<file path="src/hw/as_cfg_pkg.sv">
package as_cfg_pkg;

    // clock and link rates
    localparam int          CORE_CLK_MHZ      = 100;
    localparam int          FAST_OSC_MHZ      = 40;
    localparam int          SLOW_OSC_MHZ      = 20;
    // half period of the link clock, rounded up so the rate never exceeds the setting
    localparam logic [1:0]  HALF_FAST_CYCLES  =
        2'((CORE_CLK_MHZ + 2 * FAST_OSC_MHZ - 1) / (2 * FAST_OSC_MHZ));
    localparam logic [1:0]  HALF_SLOW_CYCLES  =
        2'((CORE_CLK_MHZ + 2 * SLOW_OSC_MHZ - 1) / (2 * SLOW_OSC_MHZ));

    // start-up clocking
    localparam int          INIT_OSC_MHZ      = 10;
    localparam logic [3:0]  INIT_TICK_CYCLES  = 4'(CORE_CLK_MHZ / INIT_OSC_MHZ);
    localparam logic [31:0] INIT_CLOCKS       = 32'd299;
    localparam logic [31:0] CFG_TO_USER_DELAY = INIT_CLOCKS;
    localparam int          RESTART_US        = 40;
    localparam logic [31:0] RESTART_CYCLES    = 32'(RESTART_US * CORE_CLK_MHZ);

    // flash read sequence and bitstream framing
    localparam logic [31:0] CMD_BITS          = 32'd32;
    localparam logic [7:0]  READ_CMD          = 8'h03;
    localparam logic [31:0] SYNC_BITS         = 32'd8;
    localparam logic [7:0]  SYNC_PATTERN      = 8'h6a;
    localparam logic [31:0] INITDONE_BIT      = 32'd8;

    // register map, byte offsets
    localparam logic [3:0]  REG_CTRL          = 4'h0;
    localparam logic [3:0]  REG_STATUS        = 4'h4;
    localparam logic [3:0]  REG_LENGTH        = 4'h8;
    localparam logic [3:0]  REG_ADDR          = 4'hc;
    localparam int          CTRL_AUTORESTART  = 0;
    localparam int          CTRL_USERCLK      = 1;
    localparam logic [1:0]  CTRL_RST          = 2'h1;
    localparam logic [31:0] LENGTH_RST        = 32'h0000_1000;
    localparam logic [23:0] ADDR_RST          = 24'h00_0000;
    localparam int          MODE_SELECT_PINS_FAST         = 1;

    typedef enum logic [6:0] {
        ST_RESET   = 7'h01,
        ST_CMD     = 7'h02,
        ST_DATA    = 7'h04,
        ST_RELEASE = 7'h08,
        ST_INIT    = 7'h10,
        ST_USER    = 7'h20,
        ST_ERROR   = 7'h40
    } cfg_state_e;

    typedef struct packed {
        logic        read;
        logic        write;
        logic [3:0]  address;
        logic [31:0] writedata;
    } avs_req_s;

    typedef struct packed {
        logic flashSelectOutN;
        logic flashSelectOe;
        logic serialCmdOut;
        logic serialCmdOe;
        logic linkSerialClock;
        logic linkClockOe;
    } link_out_s;

endpackage

</file>
<file path="src/hw/active_serial_config_sequencer.sv">
// Design decisions made here: the placing of the registers and the Avalon-MM slave port.
`timescale 1ns/100ps

// Behaviour
// - link clock from own oscillator, mode-selected
// - link clock within range for setting
// - outputs change, data sampled on falling
// - select flash low when configuring
// - shift read command and address out
// - release load-complete, stop link clock when done
// - initialize only after load-complete high
// - link pins tri-stated after configuration
// - start-up clock internal or user pin
// - 299 start-up clocks, user clock max 100MHz; edges are sampled on the 100MHz core clock, so only below 50MHz
// - wait indefinitely for user start-up clocks
// - start-up-finished low, released at user mode
// - without it, fixed count or delay
// - reconfig low resets, drives status, done low
// - frame error drives status low
// - auto-restart holds status low, releases after 40us
// - held in reset while reconfig or status low
// - configure once status line reads high
module active_serial_config_sequencer
    import as_cfg_pkg::*;
(
    input  wire logic        core_clk,
    input  wire logic        rst,
    input  wire avs_req_s    avsReq,
    output logic             avsWaitrequest,
    output logic [31:0]      avsReaddata,
    output link_out_s        linkOut,
    input  wire logic        serialCfgDataIn,
    input  wire logic [1:0]  modeSelectPins,
    input  wire logic        userStartupClock,
    input  wire logic        reconfigReqN,
    input  wire logic        loadCompleteIn,
    output logic             loadCompleteOut,
    output logic             loadCompleteOe,
    input  wire logic        statusInN,
    output logic             statusOutN,
    output logic             statusOe,
    output logic             initDoneOut,
    output logic             initDoneOe,
    output logic             userMode
);

    typedef struct packed {
        cfg_state_e  state;
        logic        reqS1;
        logic        reqS2;
        logic        statS1;
        logic        statS2;
        logic        ldS1;
        logic        ldS2;
        logic        dataS1;
        logic        dataS2;
        logic        usrS1;
        logic        usrS2;
        logic        usrPrev;
        logic [1:0]  mselS1;
        logic [1:0]  mselS2;
        logic        fast;
        logic [1:0]  divCnt;
        logic        dataArmed;
        logic [31:0] cnt;
        logic [31:0] shift;
        logic [7:0]  syncSh;
        logic [3:0]  tickCnt;
        link_out_s   link;
        logic        loadOe;
        logic        statusOe;
        logic        initDoneOe;
        logic        userMode;
        logic        errSeen;
        logic [1:0]  ctrl;
        logic [31:0] length;
        logic [23:0] startAddr;
        logic        waitReq;
        logic [31:0] rdData;
    } state_s;

    state_s     s_r;
    state_s     s_nxt;
    logic [1:0] halfCycles;
    logic       toggle;
    logic       fallEdge;
    logic       initTick;
    logic [7:0] syncNow;

    assign linkOut         = s_r.link;
    assign loadCompleteOut = 1'b0;
    assign loadCompleteOe  = s_r.loadOe;
    assign statusOutN      = 1'b0;
    assign statusOe        = s_r.statusOe;
    assign initDoneOut     = 1'b0;
    assign initDoneOe      = s_r.initDoneOe;
    assign userMode        = s_r.userMode;
    assign avsWaitrequest  = s_r.waitReq;
    assign avsReaddata     = s_r.rdData;

    always_comb begin
        s_nxt = s_r;
        // two-stage synchronisers for every pin input
        s_nxt.reqS1   = reconfigReqN;
        s_nxt.reqS2   = s_r.reqS1;
        s_nxt.statS1  = statusInN;
        s_nxt.statS2  = s_r.statS1;
        s_nxt.ldS1    = loadCompleteIn;
        s_nxt.ldS2    = s_r.ldS1;
        s_nxt.dataS1  = serialCfgDataIn;
        s_nxt.dataS2  = s_r.dataS1;
        s_nxt.usrS1   = userStartupClock;
        s_nxt.usrS2   = s_r.usrS1;
        s_nxt.usrPrev = s_r.usrS2;
        s_nxt.mselS1  = modeSelectPins;
        s_nxt.mselS2  = s_r.mselS1;

        // bus slave: one wait cycle, then the answer stands for one edge
        s_nxt.waitReq = 1'b1;
        if ((avsReq.read || avsReq.write) && s_r.waitReq) begin
            s_nxt.waitReq = 1'b0;
            case (avsReq.address)
                REG_CTRL:   s_nxt.rdData = {30'h0, s_r.ctrl};
                REG_STATUS: s_nxt.rdData = {23'h0, s_r.state, s_r.errSeen, s_r.userMode};
                REG_LENGTH: s_nxt.rdData = s_r.length;
                REG_ADDR:   s_nxt.rdData = {8'h00, s_r.startAddr};
                default:    s_nxt.rdData = 32'h0;
            endcase
        end
        if (avsReq.write && !s_r.waitReq) begin
            case (avsReq.address)
                REG_CTRL:   s_nxt.ctrl = avsReq.writedata[1:0];
                REG_LENGTH: s_nxt.length = avsReq.writedata;
                REG_ADDR:   s_nxt.startAddr = avsReq.writedata[23:0];
                default:    ;
            endcase
        end

        // link clock divider, runs only while the flash is being read
        halfCycles = s_r.fast ? HALF_FAST_CYCLES : HALF_SLOW_CYCLES;
        toggle     = 1'b0;
        if (s_r.state == ST_CMD || s_r.state == ST_DATA) begin
            if (s_r.divCnt == halfCycles - 2'h1) begin
                s_nxt.divCnt = 2'h0;
                toggle = 1'b1;
                s_nxt.link.linkSerialClock = ~s_r.link.linkSerialClock;
            end else begin
                s_nxt.divCnt = s_r.divCnt + 2'h1;
            end
        end
        fallEdge = toggle & s_r.link.linkSerialClock;

        // start-up clock source
        initTick = 1'b0;
        if (s_r.ctrl[CTRL_USERCLK]) begin
            initTick = s_r.usrS2 & ~s_r.usrPrev;
        end else if (s_r.tickCnt == INIT_TICK_CYCLES - 4'h1) begin
            initTick = 1'b1;
        end
        if (s_r.tickCnt == INIT_TICK_CYCLES - 4'h1) begin
            s_nxt.tickCnt = 4'h0;
        end else begin
            s_nxt.tickCnt = s_r.tickCnt + 4'h1;
        end

        syncNow = {s_r.syncSh[6:0], s_r.dataS2};

        case (s_r.state)
            ST_RESET: begin
                s_nxt.statusOe = ~s_r.reqS2;
                s_nxt.loadOe   = 1'b1;
                s_nxt.userMode = 1'b0;
                if (s_r.reqS2 && !s_r.statusOe && s_r.statS2) begin
                    s_nxt.state     = ST_CMD;
                    s_nxt.fast      = s_r.mselS2[MODE_SELECT_PINS_FAST];
                    s_nxt.divCnt    = 2'h0;
                    s_nxt.cnt       = 32'h0;
                    s_nxt.shift     = {READ_CMD, s_r.startAddr};
                    s_nxt.errSeen   = 1'b0;
                    s_nxt.dataArmed = 1'b0;
                    s_nxt.link      = '{flashSelectOutN: 1'b0, flashSelectOe: 1'b1,
                                        serialCmdOut: READ_CMD[7], serialCmdOe: 1'b1,
                                        linkSerialClock: 1'b0, linkClockOe: 1'b1};
                end
            end
            ST_CMD: begin
                if (fallEdge) begin
                    s_nxt.cnt   = s_r.cnt + 32'h1;
                    s_nxt.shift = {s_r.shift[30:0], 1'b0};
                    s_nxt.link.serialCmdOut = s_r.shift[30];
                    if (s_r.cnt == CMD_BITS - 32'h1) begin
                        s_nxt.state = ST_DATA;
                        s_nxt.cnt   = 32'h0;
                    end
                end
            end
            ST_DATA: begin
                // the first falling edge is where the flash puts out bit 0
                if (fallEdge && !s_r.dataArmed) begin
                    s_nxt.dataArmed = 1'b1;
                end else if (fallEdge) begin
                    s_nxt.cnt = s_r.cnt + 32'h1;
                    if (s_r.cnt < SYNC_BITS) begin
                        s_nxt.syncSh = syncNow;
                    end
                    if (s_r.cnt == INITDONE_BIT) begin
                        s_nxt.initDoneOe = s_r.dataS2;
                    end
                    if (s_r.cnt == SYNC_BITS - 32'h1 && syncNow != SYNC_PATTERN) begin
                        s_nxt.state    = ST_ERROR;
                        s_nxt.cnt      = 32'h0;
                        s_nxt.statusOe = 1'b1;
                        s_nxt.errSeen  = 1'b1;
                        s_nxt.link     = '{flashSelectOutN: 1'b1, flashSelectOe: 1'b1,
                                           serialCmdOut: 1'b1, serialCmdOe: 1'b0,
                                           linkSerialClock: 1'b0, linkClockOe: 1'b0};
                    end else if (s_r.cnt == s_r.length - 32'h1) begin
                        s_nxt.state  = ST_RELEASE;
                        s_nxt.loadOe = 1'b0;
                        s_nxt.link   = '{flashSelectOutN: 1'b1, flashSelectOe: 1'b0,
                                         serialCmdOut: 1'b1, serialCmdOe: 1'b0,
                                         linkSerialClock: 1'b0, linkClockOe: 1'b0};
                    end
                end
            end
            ST_RELEASE: begin
                if (s_r.ldS2) begin
                    s_nxt.state = ST_INIT;
                    s_nxt.cnt   = 32'h0;
                end
            end
            ST_INIT: begin
                if (initTick) begin
                    s_nxt.cnt = s_r.cnt + 32'h1;
                    if (s_r.cnt == (s_r.ctrl[CTRL_USERCLK] ? INIT_CLOCKS
                                    : CFG_TO_USER_DELAY) - 32'h1) begin
                        s_nxt.state      = ST_USER;
                        s_nxt.initDoneOe = 1'b0;
                        s_nxt.userMode   = 1'b1;
                    end
                end
            end
            ST_USER: begin
                s_nxt.userMode = 1'b1;
            end
            ST_ERROR: begin
                s_nxt.statusOe = 1'b1;
                s_nxt.loadOe   = 1'b1;
                if (s_r.ctrl[CTRL_AUTORESTART]) begin
                    s_nxt.cnt = s_r.cnt + 32'h1;
                    if (s_r.cnt == RESTART_CYCLES - 32'h1) begin
                        s_nxt.state    = ST_RESET;
                        s_nxt.statusOe = 1'b0;
                        s_nxt.link.flashSelectOe = 1'b0;
                    end
                end
            end
            default: begin
                s_nxt.state = ST_RESET;
            end
        endcase

        // external status low aborts configuration, as does a reconfiguration request
        if (!s_r.statS2 && !s_r.statusOe && (s_r.state == ST_CMD || s_r.state == ST_DATA
                || s_r.state == ST_RELEASE || s_r.state == ST_INIT)) begin
            s_nxt.state = ST_RESET;
        end
        if (!s_r.reqS2 && s_r.state != ST_RESET) begin
            s_nxt.state      = ST_RESET;
            s_nxt.statusOe   = 1'b1;
            s_nxt.loadOe     = 1'b1;
            s_nxt.userMode   = 1'b0;
            s_nxt.initDoneOe = 1'b0;
        end
        if (s_nxt.state == ST_RESET && s_r.state != ST_RESET) begin
            s_nxt.initDoneOe = 1'b0;
            s_nxt.link = '{flashSelectOutN: 1'b1, flashSelectOe: 1'b0,
                           serialCmdOut: 1'b1, serialCmdOe: 1'b0,
                           linkSerialClock: 1'b0, linkClockOe: 1'b0};
        end
    end

    always_ff @(posedge core_clk or posedge rst) begin
        if (rst) begin
            s_r <= '{state: ST_RESET, reqS1: 1'b0, reqS2: 1'b0, statS1: 1'b0,
                     statS2: 1'b0, ldS1: 1'b0, ldS2: 1'b0, dataS1: 1'b0, dataS2: 1'b0,
                     usrS1: 1'b0, usrS2: 1'b0, usrPrev: 1'b0, mselS1: 2'h0, mselS2: 2'h0,
                     fast: 1'b0, divCnt: 2'h0, dataArmed: 1'b0, cnt: 32'h0, shift: 32'h0,
                     syncSh: 8'h00, tickCnt: 4'h0,
                     link: '{flashSelectOutN: 1'b1, flashSelectOe: 1'b0,
                             serialCmdOut: 1'b1, serialCmdOe: 1'b0,
                             linkSerialClock: 1'b0, linkClockOe: 1'b0},
                     loadOe: 1'b1, statusOe: 1'b1, initDoneOe: 1'b0, userMode: 1'b0,
                     errSeen: 1'b0, ctrl: CTRL_RST, length: LENGTH_RST,
                     startAddr: ADDR_RST, waitReq: 1'b1, rdData: 32'h0};
        end else begin
            s_r <= s_nxt;
        end
    end
endmodule

</file>
<file path="config.mk">
export PLATFORM = sky130hd
export DESIGN_NAME = active_serial_config_sequencer
export DESIGN_NICKNAME = d
export VERILOG_FILES = /design/src/hw/as_cfg_pkg.sv /design/src/hw/active_serial_config_sequencer.sv
export SDC_FILE = /design/constraint.sdc
export NUM_CORES = 1
export LEC_CHECK = 0
export BUFFER_PORTS_ARGS = -buffer_cell sky130_fd_sc_hd__buf_2
export CORE_MARGIN = 4
export CORE_UTILIZATION = 30
export DETAILED_ROUTE_END_ITERATION = 10
export GPL_TIMING_DRIVEN = 0
export PLACE_DENSITY = 0.42
export SLEW_MARGIN = 20
export SYNTH_ARGS = -nofsm -noshare
export SYNTH_HDL_FRONTEND = slang
export SYNTH_SLANG_ARGS = --single-unit
</file>
<file path="constraint.sdc">
create_clock -name core_clk -period 6.3 [get_ports core_clk]
set_input_delay 0 -clock core_clk [delete_from_list [all_inputs] [get_ports core_clk]]
set_output_delay 0 -clock core_clk [all_outputs]
set_load 0.05 [all_outputs]
</file>
==> metrics.txt, run 1 <==
core area 0.03471 mm²; post-synth top area cell dfrtp_1; max-slew violations 0; pre-CTS setup slack 2.524 ns; FMAX 274.0 MHz; final setup TNS 0 ns; Area contributors post-synth dfrtp_1 (45%), mux2_2 (7.0%), o21ai_0 (5.2%); number of global-route vias before repair 8490; post-synthesis async set-or-reset flop share 1.000; design area 0.01272 mm²; Clock Path Buffers 2; Post-Syn Area 0.01060 mm²; Mapped Cells 1113; routed length on met1 15.56 mm; via count 8598; total power 3.733 mW; CTS tree yes; startpoint types flip-flop; FF+latch area 0.004990 mm²; slack of the critical path 2.651 ns; syn avg cell area 9.525 µm²; Buffers on Ports 88; drt total wl 31.70 mm; width of the die 196.0 µm; layout cells sized above 1 0.2130; ys flop type dfrtp_1; placed cell area 0.01170 mm²; global route total overflow 0; Placer Congestion 0.8300; post-route DRC violation count 0; CTS Hold Bufs 39; Die Ht 196.0 µm; die area 0.03841 mm²; IR Drop Worst-Case VDD 0.1953 mV; I/O Pins 93; final hold slack 0.02984 ns; worst slew pin tran 0.8125 ns; critical-path maximum fanout 10; total global-route track usage 0.1658; max_cap viols 0; Placed Cells incl. Taps 1661; drt via density 4.964; setup bufs post-CTS 0; RSZ-0062 raised after global routing false; Tmin final 3.649 ns; synth warn 0; DR WL met2 14.72 mm; Skew-Pair Late Insertion Delay 0.45 ns; Leak Pwr 5.605 nW; largest net degree at the start of global routing 69; Pwr Density 293.6 mW/mm²; HPWL after DPL 23.90 mm; WL per Instance 18.30 µm; Final Skew 0.01278 ns; # nets final 1315; outcome completed; final hold violations 0; n_diodes 0; # resized after CTS 0; top layer in use met4; CP Capture Type flip-flop; CP Data Required Time 6.61 ns; crit share post-route 0.5792; Sink Count 199; CP Class flip-flop to flip-flop; post-synthesis sequential area ratio 0.4707; Rows 68; initial antenna violation count 1; endpoints failing setup 0; Syn-to-layout area delta 19.96%; initial DRC count 519; root buffer cell clkbuf_16; post-layout util 0.3663; H-tree lvl count 4; Initial Utilization 0.3054; 1st-pass router iterations 5; Multi-input gate area 0.004990 mm²; number of buffers created by CTS 17; Routed Antenna Nets 0; share of the synthesized area in the top cell type 0.4508; Fill cells 3538; met3 routed WL 1.052 mm; CP arrival 3.96 ns; Slew headroom 0.4583; number of synthesized register bits 199; Hold WC Path Type primary input to flip-flop; Final Non-Filler Cells 1732; Worst-path clk slew 0.07 ns; EDFF count, synth 0; global-route wire length before repair 49.91 mm; Synth cell types 71
-- final timing paths --
check                           start         endpoint  depth (start not counted)  slack (ns)
max in group asynchronous         rst         statusOe                          4        5.35
setup / recovery             s_r[166]         s_r[151]                         10        2.65
setup reg to reg             s_r[166]         s_r[151]                         10        2.65
min in group asynchronous         rst  avsReaddata[30]                          3        0.15
hold / removal             avsReq[37]  avsReaddata[30]                          3        0.03
hold reg to reg            s_nxt[183]         s_r[183]                          0        0.35
-- cell families after synthesis --
kind of cell    synth area share
simple gates              0.1947
compound gates            0.1482
flops                     0.4707
buf+inv                  0.06102
mux                      0.07483
xor+xnor                 0.04544
fa+ha+maj               0.004721
other cells            0.0003537
-- critical path, stage by stage, from the launching register on --
cell	delay, ns
dfrtp_1	0.36
clkbuf_1	0.21
nor4_1	0.37
nand4_1	0.24
nor4b_2	0.61
a31o_2	0.34
nor3b_1	0.55
clkbuf_1	0.47
nor2_1	0.09
o21ai_0	0.16
o21ai_0	0.11
-- layout make-up --
type                       instances  area share
tap                              455     0.04477
timing repair buffer             130     0.07025
clock buffer                      27     0.04034
clock inverter                     5    0.008461
sequential                       199      0.3924
inverter                          20    0.006494
buffer                           105     0.04496
multi-input combinational        791      0.3924
-- cell usage in the layout, fill, tap and decap left out, types with 13 or more instances in the layout --
cell type	count
xnor2_1	29
nand2_1	132
nor4_1	17
buf_4	43
inv_1	19
nor2_1	60
and3_1	37
nand3_1	21
xor2_1	26
a22oi_1	15
nor3_1	29
nand4_1	13
o21ai_0	110
a21oi_1	58
clkbuf_16	17
buf_2	92
dlygate4sd3_1	39
mux2_2	66
dfrtp_1	191
clkbuf_1	55
-- where the power goes --
group / internal (mW) / switching, mW / leakage [nW] / total (mW)
clock: 0.683 / 0.495 / 0.303 / 1.18
combinational: 0.376 / 0.590 / 2.66 / 0.966
sequential: 1.43 / 0.163 / 2.65 / 1.59
-- registers in the layout, indices dropped and copies added (netlist names) --
register	count
userMode	1
avsWaitrequest	1
statusOe	1
s_r	150
s_nxt	7
initDoneOe	1
avsReaddata	32
loadCompleteOe	1
linkOut	5
-- metal layers --
layer  global-route usage  vias up
li1                     -     4237
met1               0.2341     4222
met2               0.2658      119
met3              0.03108       20
met4              0.03724        0
met5                    0        -
-- synth_stat cells, types with 5 or more instances --
master / n
dfrtp_1: 191
nand2_1: 132
o21ai_0: 110
mux2_2: 66
nor2_1: 60
a21oi_1: 58
clkbuf_1: 50
buf_4: 42
and3_1: 37
nor3_1: 30
xnor2_1: 29
xor2_1: 26
nand3_1: 21
inv_1: 20
nor4_1: 17
a22oi_1: 15
nand4_1: 13
a22o_1: 11
a31oi_1: 10
nor2b_1: 10
or2_2: 10
dfstp_2: 8
nand2b_1: 8
or3_1: 8
a211oi_1: 7
buf_1: 7
o211ai_1: 7
o22ai_1: 6
o31ai_1: 6
and4_1: 5
mux2i_1: 5
nor3b_1: 5
or4_1: 5
Power figures use the tool's default switching activity.
==> run 2, diff against run 1 <==
Clock period 6.3 ns to 3.55 ns, I/O delays scaled along.
==> metrics.txt, run 2 (synthesis results as in run 1) <==
initial DRC count 482; outcome completed; hold path cells 4; CP Capture Type flip-flop; Initial Utilization 0.3054; FMAX 304.1 MHz; FF-to-FF path depth 11; met3 Usage GRT 0.02215; # nets final 1321; Clock Path Buffers 2; core area 0.03471 mm²; M2 GR Usage 0.2718; Syn-to-layout area delta 21.49%; worst slew pin tran 1.031 ns; final hold violations 0; global route total overflow 0; Rows 68; max-slew violations 0; IR Drop Worst-Case VDD 0.3742 mV; design area 0.01288 mm²; Hold WC Path Type primary input to flip-flop; CP arrival 3.63 ns; drt via density 4.970; Placer Congestion 0.8348; H-tree lvl count 4; endpoints failing setup 0; startpoint types flip-flop; most common cell after layout, fill and taps aside dfrtp_1; M1 GR Usage 0.2388; R2R setup slack 0.26 ns; CTS tree yes; drt total wl 32.05 mm; family with the most delay on the worst path simple AND/OR/NAND/NOR gates; Slew headroom 0.3077; busiest grt layer met2; CP Class flip-flop to flip-flop; CP Data Required Time 3.89 ns; Worst-path clk slew 0.08 ns; total power 6.755 mW; Biggest register s_r; via count 8643; Tmin final 3.289 ns; Final Skew 0.01362 ns; worst flop-to-flop path startpoint s_r[57]; Placed Cells incl. Taps 1665; number of buffers created by CTS 17; initial antenna violation count 0; die area 0.03841 mm²; slowest cell on the critical path dfrtp_1; total global-route track usage 0.1677; I/O Pins 93; 1st-pass router iterations 5; root buffer cell clkbuf_16; number of global-route vias before repair 8574; hold endpoint s_r[90]; CP peak stage delay 0.49 ns; most frequent cells in the layout dfrtp_1 (191), nand2_1 (132), o21ai_0 (110); CP Cell Sequence inv_1 > ha_1 > nor3b_1 > nand4_1 > o31a_1 > nor4_1 > nand4_1 > nor4_4 > buf_4 > o21ai_1 > a21o_1; Sink Count 199; HPWL after DPL 24.34 mm; Largest register FFs 150; post-route DRC violation count 0; critical-path maximum fanout 7; Die Ht 196.0 µm; Pwr Density 524.5 mW/mm²; placed cell area 0.01176 mm²; Skew-Pair Late Insertion Delay 0.45 ns; Leak Pwr 5.682 nW; width of the die 196.0 µm; R2R Path End linkOut[2]; CP most frequent cell nand4_1; final hold slack 0.05279 ns; largest net degree at the start of global routing 31; max_cap viols 0; crit share post-route 0.9264; Final Non-Filler Cells 1739; layout cells sized above 1 0.2221; WP buf/inv 2; Buffers on Ports 88; min-delay src avsReq[34]; global-route wire length before repair 50.68 mm; WL per Instance 18.43 µm; Routed Antenna Nets 0
-- run 2: cell types whose count changed in the layout (fill, tap and decap cells not counted), moves of 2 or more --
cell	previous run	this run
clkinvlp_4	0	2
nor4_2	4	2
clkbuf_8	5	2
clkbuf_2	0	2
nor4_4	1	5
buf_4	43	45
clkbuf_1	55	50
buf_12	0	6
buf_16	2	0
nor4_1	17	15
-- run 2: report_power, final --
| group | leakage (nW) | internal (mW) | switching [mW] | total, mW |
|---|---|---|---|---|
| Combinational | 2.72 | 0.688 | 1.05 | 1.74 |
| Clock | 0.313 | 1.24 | 0.942 | 2.18 |
| Sequential | 2.65 | 2.53 | 0.305 | 2.83 |
-- run 2: worst max-delay path by stage --
| stage | start | end | slack (ns) | cells after the start |
|---|---|---|---|---|
| after detailed placement | s_r[166] | s_r[174] | -0.24 | 10 |
| after floorplan | s_r[82] | linkOut[2] | 0.72 | 8 |
| after global routing | s_r[57] | linkOut[2] | -0.008 | 11 |
| after global placement | rst | s_nxt[187] | -0.65 | 2 |
| final | s_r[57] | linkOut[2] | 0.26 | 11 |
| after CTS | s_r[57] | linkOut[2] | 0.008 | 11 |
-- run 2: per-stage QoR --
stage	utilization	setup TNS, ns	worst slack (ns)
after floorplan	-	0	0.7168
after global placement	0.3348	-121.80	-0.6486
after detailed placement	0.3388	-4.171	-0.2380
after CTS	0.3691	0	0.007585
after global routing	0.3710	-0.007832	-0.007832
final	0.3710	0	0.2612
-- run 2: worst register-to-register path: cells and delay by family (launching register included) --
family          cells  cell delay, ns
buf+inv             2            0.29
flops               1            0.49
compound gates      3            0.73
fa+ha+maj           1            0.23
simple gates        5            1.45
-- run 2: per-layer routing --
metal / part of all wire / vias to the layer above / wire [µm]
met5: 0 / - / 0
met4: 0.012 / 0 / 369
met3: 0.026 / 18 / 847
met2: 0.47 / 140 / 15160
met1: 0.49 / 4228 / 15680
li1: - / 4257 / -
-- run 2: timing repair --
item,in CTS,in global routing
endpoints found under the hold margin,88,0
buffers inserted,0,2
resized for setup,2,10
pin swaps,0,1
hold buffers,39,0
setup endpoints to repair,30,36
-- run 2: cell type report --
class                           instances  area (µm²)
Clock inverter                         11       185.2
Clock buffer                           21       460.4
Fill cell                            3540       21830
Inverter                               20       78.83
Timing Repair Buffer                  136       973.4
Multi-Input combinational cell        791        5046
Sequential cell                       199        4990
Buffer                                105       574.3
Tap cell                              455       569.3
Antenna cell                            1       2.502
